$ cat src/cpd_pkg.sv
// shared constants and types for the coprocessor instruction dialog
package cpd_pkg;
   // coprocessor interface register selects
   localparam logic [2:0] SEL_RESPONSE   = 3'h0;
   localparam logic [2:0] SEL_CONTROL    = 3'h1;
   localparam logic [2:0] SEL_SAVE       = 3'h2;
   localparam logic [2:0] SEL_RESTORE    = 3'h3;
   localparam logic [2:0] SEL_COMMAND    = 3'h4;
   localparam logic [2:0] SEL_CONDITION  = 3'h5;
   localparam logic [2:0] SEL_OPERAND    = 3'h6;
   // bus cycle: acknowledge in the fourth clock of a cycle
   localparam logic [1:0] BUS_ACK_CNT    = 2'h2;
   // main processor passes its counter in two clocks
   localparam logic [1:0] PC_PASS_CLOCKS = 2'h2;
   localparam logic [1:0] PC_PASS_LAST   = PC_PASS_CLOCKS - 2'h1;
   // operand hand-off to the execution unit after the write cycle ends
   localparam logic [2:0] HANDOFF_CLOCKS = 3'h3;
   localparam logic [2:0] HANDOFF_LOAD   = HANDOFF_CLOCKS + 3'h1;
   // response primitive layout, low half of the read word
   localparam int         PRIM_CA_BIT    = 15;
   localparam int         PRIM_PC_BIT    = 14;
   localparam int         PRIM_IA_BIT    = 13;
   localparam int         PRIM_FUNC_LSB  = 8;
   localparam int         PRIM_COND_BIT  = 0;
   localparam logic [4:0] FUNC_NULL      = 5'h00;
   localparam logic [4:0] FUNC_EVAL_XFER = 5'h10;
   // command word operation class
   localparam int         OPC_MSB        = 15;
   localparam int         OPC_LSB        = 13;
   localparam logic [2:0] OPC_MEM_IN     = 3'h2;
   // predicate layout: [3:0] condition mask, [4] invert
   localparam int         PRED_INV_BIT   = 4;
   // state frame format byte, top of the save and restore word
   localparam int         FMT_LSB        = 24;
   localparam logic [7:0] FMT_NULL       = 8'h00;
   localparam logic [7:0] FMT_NOT_READY  = 8'h01;
   localparam logic [7:0] FMT_INVALID    = 8'h02;
   localparam logic [7:0] FMT_IDLE       = 8'h10;
   localparam logic [7:0] FMT_BUSY       = 8'h20;
   // controller register port
   localparam logic [3:0] REG_CMD        = 4'h0;
   localparam logic [3:0] REG_OPERAND    = 4'h1;
   localparam logic [3:0] REG_STATUS     = 4'h2;
   localparam logic [3:0] REG_MASK       = 4'h3;
   localparam logic [3:0] REG_RESULT     = 4'h4;
   localparam logic [3:0] REG_STATE      = 4'h5;
   localparam int         CMD_KIND_LSB   = 16;
   localparam int         ST_DONE_BIT    = 0;
   localparam int         ST_BAD_BIT     = 1;
   localparam logic [1:0] STATUS_RESET   = 2'h0;
   localparam logic [1:0] MASK_RESET     = 2'h0;
   typedef enum logic [1:0] {
      KIND_GEN     = 2'h0,
      KIND_COND    = 2'h1,
      KIND_SAVE    = 2'h2,
      KIND_RESTORE = 2'h3
   } cpd_kind_type;
   typedef enum logic [2:0] {
      D_IDLE    = 3'b000,
      D_STARTUP = 3'b001,
      D_XFER    = 3'b011,
      D_HANDOFF = 3'b010,
      D_COND    = 3'b110
   } cpd_dev_state_type;
   typedef enum logic [3:0] {
      H_IDLE    = 4'b0000,
      H_CMD_WR  = 4'b0001,
      H_RESP_RD = 4'b0011,
      H_PASS_PC = 4'b0010,
      H_OPND_WR = 4'b0110,
      H_COND_WR = 4'b0111,
      H_SAVE_RD = 4'b0101,
      H_REST_WR = 4'b0100,
      H_REST_RD = 4'b1100
   } cpd_host_state_type;
endpackage

$ cat src/cpd_bus_if.sv
// coprocessor interface bus between main processor and coprocessor
`timescale 1ns/100ps
interface cpd_bus_if;
   logic        cyc;
   logic        wr;
   logic [2:0]  sel;
   logic [31:0] wdata;
   logic        ack;
   logic [31:0] rdata;
   modport dev (input cyc, input wr, input sel, input wdata, output ack, output rdata);
   modport cpu (output cyc, output wr, output sel, output wdata, input ack, input rdata);
endinterface

$ cat src/cpd_device.sv
// coprocessor end of the instruction dialog
`timescale 1ns/100ps
module cpd_device
   import cpd_pkg::*;
(
   input  wire logic        clock,
   input  wire logic        rst_b,
   cpd_bus_if.dev           bus,
   input  wire logic        exc_enable,
   input  wire logic        exec_busy,
   input  wire logic        save_point,
   input  wire logic [3:0]  fpcc,
   output logic             exec_start,
   output logic             conv_start,
   output logic [31:0]      operand_out,
   output logic [15:0]      command_out,
   output logic             save_suspend,
   output logic             resume,
   output logic             frame_reset
);

   cpd_dev_state_type state;
   cpd_dev_state_type next_state;
   logic [1:0]  cnt;
   logic [2:0]  hcnt;
   logic [5:0]  pred;
   logic [31:0] restore_word;
   logic        suspended;
   logic        used;
   logic        take;
   logic        take_rd;
   logic        take_wr;
   logic [31:0] rd_word;
   logic        start_now;
   logic        suspend_now;
   logic        resume_now;
   logic        reset_now;
   logic        opnd_now;

   function automatic logic [31:0] prim(input logic [4:0] func,
                                        input logic ca,
                                        input logic pc,
                                        input logic ia);
      logic [31:0] w;
      w = 32'h0;
      w[PRIM_CA_BIT] = ca;
      w[PRIM_PC_BIT] = pc;
      w[PRIM_IA_BIT] = ia;
      w[PRIM_FUNC_LSB +: 5] = func;
      return w;
   endfunction

   function automatic logic [31:0] frame(input logic [7:0] fmt);
      logic [31:0] w;
      w = 32'h0;
      w[FMT_LSB +: 8] = fmt;
      return w;
   endfunction

   // a condition is true when any masked code bit is set, optionally inverted
   function automatic logic pred_true(input logic [5:0] p, input logic [3:0] cc);
      return (|(p[3:0] & cc)) ^ p[PRED_INV_BIT];
   endfunction

   // every cycle is answered in its fourth clock; decisions are made one edge before
   assign take    = bus.cyc && !bus.ack && (cnt == BUS_ACK_CNT);
   assign take_rd = take && !bus.wr;
   assign take_wr = take && bus.wr;

   always_ff @(posedge clock or negedge rst_b) begin
      if (!rst_b) begin
         cnt <= 2'h0;
      end else if (!bus.cyc || bus.ack) begin
         cnt <= 2'h0;
      end else if (cnt != BUS_ACK_CNT) begin
         cnt <= cnt + 2'h1;
      end
   end

   always_comb begin
      next_state  = state;
      rd_word     = 32'h0;
      start_now   = 1'b0;
      suspend_now = 1'b0;
      resume_now  = 1'b0;
      reset_now   = 1'b0;
      opnd_now    = 1'b0;
      if (state == D_HANDOFF && hcnt == 3'h1) begin
         next_state = D_IDLE;
      end
      if (take_rd) begin
         if (bus.sel == SEL_RESPONSE) begin
            case (state)
               D_STARTUP: begin
                  if (exec_busy) begin
                     rd_word = prim(FUNC_NULL, 1'b1, 1'b0, 1'b1);
                  end else if (command_out[OPC_MSB:OPC_LSB] == OPC_MEM_IN) begin
                     // come-again always set: the processor must poll again after the operand
                     rd_word    = prim(FUNC_EVAL_XFER, 1'b1, exc_enable, 1'b0);
                     next_state = D_XFER;
                  end else begin
                     rd_word    = prim(FUNC_NULL, 1'b0, 1'b0, 1'b0);
                     start_now  = 1'b1;
                     next_state = D_IDLE;
                  end
               end
               D_XFER, D_HANDOFF: begin
                  rd_word = prim(FUNC_NULL, 1'b1, 1'b0, 1'b1);
               end
               D_COND: begin
                  rd_word = prim(FUNC_NULL, 1'b0, 1'b0, 1'b0);
                  rd_word[PRIM_COND_BIT] = pred_true(pred, fpcc);
                  next_state = D_IDLE;
               end
               default: begin
                  rd_word = prim(FUNC_NULL, 1'b0, 1'b0, 1'b0);
               end
            endcase
         end else if (bus.sel == SEL_SAVE) begin
            if (exec_busy && !save_point) begin
               rd_word = frame(FMT_NOT_READY);
            end else if (exec_busy) begin
               rd_word     = frame(FMT_BUSY);
               suspend_now = 1'b1;
            end else if (used) begin
               rd_word = frame(FMT_IDLE);
            end else begin
               rd_word = frame(FMT_NULL);
            end
         end else if (bus.sel == SEL_RESTORE) begin
            // validate the format written by the processor
            case (restore_word[FMT_LSB +: 8])
               FMT_NULL: begin
                  rd_word    = restore_word;
                  reset_now  = 1'b1;
                  next_state = D_IDLE;
               end
               FMT_IDLE: begin
                  rd_word = restore_word;
               end
               FMT_BUSY: begin
                  rd_word    = restore_word;
                  resume_now = suspended;
               end
               default: begin
                  rd_word = frame(FMT_INVALID);
               end
            endcase
         end
      end else if (take_wr) begin
         if (bus.sel == SEL_COMMAND) begin
            next_state = D_STARTUP;
         end else if (bus.sel == SEL_CONDITION) begin
            next_state = D_COND;
         end else if (bus.sel == SEL_OPERAND && state == D_XFER) begin
            next_state = D_HANDOFF;
            opnd_now   = 1'b1;
         end else if (bus.sel == SEL_CONTROL) begin
            next_state = D_IDLE;
         end
      end
   end

   always_ff @(posedge clock or negedge rst_b) begin
      if (!rst_b) begin
         state <= D_IDLE;
      end else begin
         state <= next_state;
      end
   end

   always_ff @(posedge clock or negedge rst_b) begin
      if (!rst_b) begin
         bus.ack   <= 1'b0;
         bus.rdata <= 32'h0;
      end else begin
         bus.ack <= take;
         if (take_rd) begin
            bus.rdata <= rd_word;
         end
      end
   end

   // hand-off counter: conversion may only begin once the operand is inside
   always_ff @(posedge clock or negedge rst_b) begin
      if (!rst_b) begin
         hcnt <= 3'h0;
      end else if (opnd_now) begin
         hcnt <= HANDOFF_LOAD;
      end else if (hcnt != 3'h0) begin
         hcnt <= hcnt - 3'h1;
      end
   end

   always_ff @(posedge clock or negedge rst_b) begin
      if (!rst_b) begin
         command_out  <= 16'h0;
         operand_out  <= 32'h0;
         pred         <= 6'h0;
         restore_word <= 32'h0;
      end else if (take_wr) begin
         if (bus.sel == SEL_COMMAND) begin
            command_out <= bus.wdata[15:0];
         end
         if (opnd_now) begin
            operand_out <= bus.wdata;
         end
         if (bus.sel == SEL_CONDITION) begin
            pred <= bus.wdata[5:0];
         end
         if (bus.sel == SEL_RESTORE) begin
            restore_word <= bus.wdata;
         end
      end
   end

   // suspension survives until a busy frame is restored or the unit is reset
   always_ff @(posedge clock or negedge rst_b) begin
      if (!rst_b) begin
         suspended <= 1'b0;
         used      <= 1'b0;
      end else begin
         if (suspend_now) begin
            suspended <= 1'b1;
         end else if (resume_now || reset_now) begin
            suspended <= 1'b0;
         end
         if (take_wr && bus.sel == SEL_COMMAND) begin
            used <= 1'b1;
         end else if (reset_now) begin
            used <= 1'b0;
         end
      end
   end

   always_ff @(posedge clock or negedge rst_b) begin
      if (!rst_b) begin
         exec_start   <= 1'b0;
         conv_start   <= 1'b0;
         save_suspend <= 1'b0;
         resume       <= 1'b0;
         frame_reset  <= 1'b0;
      end else begin
         exec_start   <= start_now;
         conv_start   <= (state == D_HANDOFF) && (hcnt == 3'h1);
         save_suspend <= suspend_now;
         resume       <= resume_now;
         frame_reset  <= reset_now;
      end
   end

endmodule // cpd_device

$ cat src/flat_wrapper.sv
// flat-port wrapper written by rule: the top's interface ports become plain ports
module cpd_device_flat import cpd_pkg::*;
  (clock, rst_b, exc_enable, exec_busy, save_point, fpcc, exec_start, conv_start, operand_out, command_out, save_suspend, resume, frame_reset, bus_cyc, bus_wr, bus_sel, bus_wdata, bus_ack, bus_rdata);
  cpd_bus_if bus_i ();
  input  wire logic clock;
  input  wire logic rst_b;
  input  wire logic exc_enable;
  input  wire logic exec_busy;
  input  wire logic save_point;
  input  wire logic [3:0] fpcc;
  output logic exec_start;
  output logic conv_start;
  output logic [31:0] operand_out;
  output logic [15:0] command_out;
  output logic save_suspend;
  output logic resume;
  output logic frame_reset;
  input wire logic [$bits(bus_i.cyc)-1:0] bus_cyc;
  input wire logic [$bits(bus_i.wr)-1:0] bus_wr;
  input wire logic [$bits(bus_i.sel)-1:0] bus_sel;
  input wire logic [$bits(bus_i.wdata)-1:0] bus_wdata;
  output wire logic [$bits(bus_i.ack)-1:0] bus_ack;
  output wire logic [$bits(bus_i.rdata)-1:0] bus_rdata;
  assign bus_i.cyc = bus_cyc;
  assign bus_i.wr = bus_wr;
  assign bus_i.sel = bus_sel;
  assign bus_i.wdata = bus_wdata;
  assign bus_ack = bus_i.ack;
  assign bus_rdata = bus_i.rdata;
  cpd_device u_core (.clock(clock), .rst_b(rst_b), .bus(bus_i), .exc_enable(exc_enable), .exec_busy(exec_busy), .save_point(save_point), .fpcc(fpcc), .exec_start(exec_start), .conv_start(conv_start), .operand_out(operand_out), .command_out(command_out), .save_suspend(save_suspend), .resume(resume), .frame_reset(frame_reset));
endmodule
$ cat config.mk
export PLATFORM = sky130hd
export DESIGN_NAME = cpd_device_flat
export DESIGN_NICKNAME = d
export VERILOG_FILES = /design/src/cpd_pkg.sv /design/src/cpd_bus_if.sv /design/src/cpd_device.sv /design/src/flat_wrapper.sv
export SDC_FILE = /design/constraint.sdc
export NUM_CORES = 1
export LEC_CHECK = 0
export ABC_AREA = 1
export BUFFER_PORTS_ARGS = -buffer_cell sky130_fd_sc_hd__buf_2
export CORE_MARGIN = 10
export CORE_UTILIZATION = 38
export DETAILED_ROUTE_END_ITERATION = 12
export SKIP_CTS_REPAIR_TIMING = 1
export SLEW_MARGIN = 10
export SYNTH_ARGS = -nofsm -noshare
export SYNTH_HDL_FRONTEND = slang
export SYNTH_SLANG_ARGS = --single-unit
$ cat constraint.sdc
create_clock -name clock -period 1.5 [get_ports clock]
set_input_delay 0.075 -clock clock [delete_from_list [all_inputs] [get_ports clock]]
set_output_delay 0.075 -clock clock [all_outputs]
set_load 0.01 [all_outputs]
==> impl_metrics.ini <==
[min_path]
min_to = u_core.operand_out[11]
min_path_type = primary input to register
min-delay-start = bus_wdata[11]
min_path_cells = 3

[final_layout]
fin_util_pct = 57.1
fin_nets = 862
area_delta_synth_final_pct = 45.7
drive_above_1_share_pct = 33.6
instances_no_fill = 1005

[placement]
gp_congestion = 0.834
post-place-cells = 926
port_buffers = 131
post-place-ws_ps = -79.2
hpwl_um = 11000

[global_routing]
grt_pass1_wl_um = 24100
grt_max_degree = 65
overflow = 0
antenna_found_initial = 1
grt_usage_pct = 15.1
grt_pass1_vias = 4738

[die]
die-area_um2 = 19700
die_h_um = 140
start_util_pct = 39.2
row_count = 43
io_pins = 132
core_region_area_um2 = 14000
fp.dieW_um = 140

[clock_tree]
cts.sinks = 133
clock_latency_ps = 410
h-tree-depth = 4
cts-root-buf = clkbuf_16
clk_pin_slew_ps = 50
clock_path_buffers = 2
cts_tree = done
cts_buffers = 17

[timing]
slew_viol_final = 0
rsz0062_at_grt = yes
period_minus_slack_ps = 1570
fin_ws_ps = -65.3
finalSetupViolCount = 40
period_share_pct = 104
max_slew_margin_pct = 48.8
fin_skew_ps = 4.89
hold_ws_ps = -29.8
max_freq_ghz = 0.639
worst_pin_slew_ps = 762
hold_violations = 5

[yosys]
synth_nets = 664
ys_seq_area_share_pct = 60.5
netlist_area_um2 = 5500
synthesis.instances = 614
ys_warn_count = 0
synthDistinctLibCells = 30
synth.avg_cell_area_um2 = 8.96
ys_seq_elements = 133

[route]
wl_um = 17500
postRouteAntennaNets = 0
dr.pass1.iters = 5
vias = 4932
post-route-drc-count = 0
wire_per_inst_um = 17.4
routed_via_density = 4.91
drt_iter0_drc = 328

[outcome]
status = finished, violations left
violations = negative hold slack, negative setup slack

[pwr]
power_density_nw_per_um2 = 1470
irDropWorstVdd_mv = 0.829
leakage_nw = 4.31

[critical_path]
cp.required_ps = 1790
r2r_start = u_core.cnt[0]
rrSetupSlack_ps = -70
start_kind = register
reg2reg_depth = 8
arrival_ps = 1850
timing.rr.end = u_core.command_out[14]
crit_type = register to register
endpoint_kind = register
crit_path_max_fanout = 7

[flow_run]
max_cap_viol_count = 0
## through the flow
step,total power (W),TNS (ps),area [um2]
floorplan,0.00608,0,5500
global placement,0.00707,-108,6540
detailed placement,0.00716,-626,6540
CTS,0.0112,-978,7100
global route,0.0125,-5940,8010
finish,0.0118,-713,8010
## layer usage
layer / global-route usage (%) / routed length [um]
met1: 19.6 / 7590
met2: 22.8 / 8440
met3: 5.75 / 1220
met4: 4.24 / 206
met5: 0 / 0
## flip-flops by register name, summed over array words and instances (netlist names)
name and flops:
u_core.bus.rdata 32, u_core.operand_out 32, u_core.restore_word 32, u_core.command_out 16, u_core.pred 5, u_core.hcnt 3
u_core.state 3, u_core.cnt 2, u_core.bus.ack 1, u_core.conv_start 1, u_core.exec_start 1, u_core.frame_reset 1
u_core.resume 1, u_core.save_suspend 1, u_core.suspended 1, u_core.used 1
## Yosys cell counts, drive strengths merged
cell type  instances  area [um2]
a21boi             1        7.51
a21oi              8        40.0
buf               15         103
clkbuf             9        33.8
dfrtp            133        3330
ha                 4        50.1
inv               75         282
nand2            183         702
nand3             42         215
nand3b             2        15.0
nand4              1        6.26
nor2              32         149
nor3               4        20.0
nor4               1        6.26
o211ai             3        27.5
o21a               1        7.51
o21ai             97         485
o31ai              1        7.51
or2                1        6.26
xor2               1        8.76
## layout by cell type, fill, tap and decap left out, types with 2 or more instances in the layout
cell	Yosys	final
nor3_1	4	4
o21ai_0	78	22
clkbuf_16	0	25
dfrtp_1	133	133
nand3b_1	2	2
nand3_1	41	41
nor2_4	1	3
a21oi_1	8	7
o211ai_1	2	2
inv_1	70	68
nand2_8	0	3
ha_1	4	3
clkinv_2	0	2
nand2_2	6	37
dlygate4sd3_1	0	31
clkbuf_1	9	7
o21ai_2	0	15
inv_2	5	5
nand2_4	0	8
buf_6	4	10
buf_4	1	15
clkbuf_8	0	3
nor2_1	28	27
buf_12	0	8
o21ai_1	19	60
bufinv_16	0	2
nand2_1	177	135
buf_2	10	130
## report_power, final
group	internal (W)	switching, W
clock network	0.00257	0.00143
logic	0.00138	0.00174
registers	0.00423	0.000457
## worst max-delay path by stage
stage	endpoint	start	depth (start not counted)
final	u_core.command_out[14]	u_core.cnt[0]	8
after global routing	u_core.restore_word[13]	u_core.bus.ack	9
after CTS	u_core.bus.rdata[13]	u_core.cnt[0]	10
after detailed placement	u_core.bus.rdata[12]	u_core.cnt[0]	10
after global placement	u_core.bus.rdata[12]	u_core.cnt[0]	10
after floorplan	u_core.state[1]	u_core.cnt[0]	10
## layout make-up
type | instances | area, um2
timing repair buffer | 203 | 1560
clock buffer | 27 | 493
clock inverter | 4 | 70.1
tap | 180 | 225
inverter | 75 | 292
sequential | 133 | 3330
antenna | 1 | 2.50
multi-input combinational | 382 | 2040
fill | 1211 | 6030
## critical path: stages, from the launching register on
cell and delay, ps:
dfrtp_1 370, inv_2 80, ha_4 160, nand2_4 70
nor2_8 260, nand2_8 160, clkbuf_16 220, nand2_2 50
o21ai_1 70
## cell families (layout without fill, tap and decap cells)
logic type / after synthesis / count (layout) / share of synthesized area, %
AND/OR/NAND/NOR: 266 / 266 / 20.4
buffers and inverters: 99 / 309 / 7.60
XOR/XNOR: 1 / 1 / 0.159
other: 0 / 1 / 0
adder cells (fa/ha/maj): 4 / 4 / 0.910
AO/OA/AOI/OAI: 111 / 111 / 10.5
flip-flops: 133 / 133 / 60.5
(Power assumes the default switching activity.)
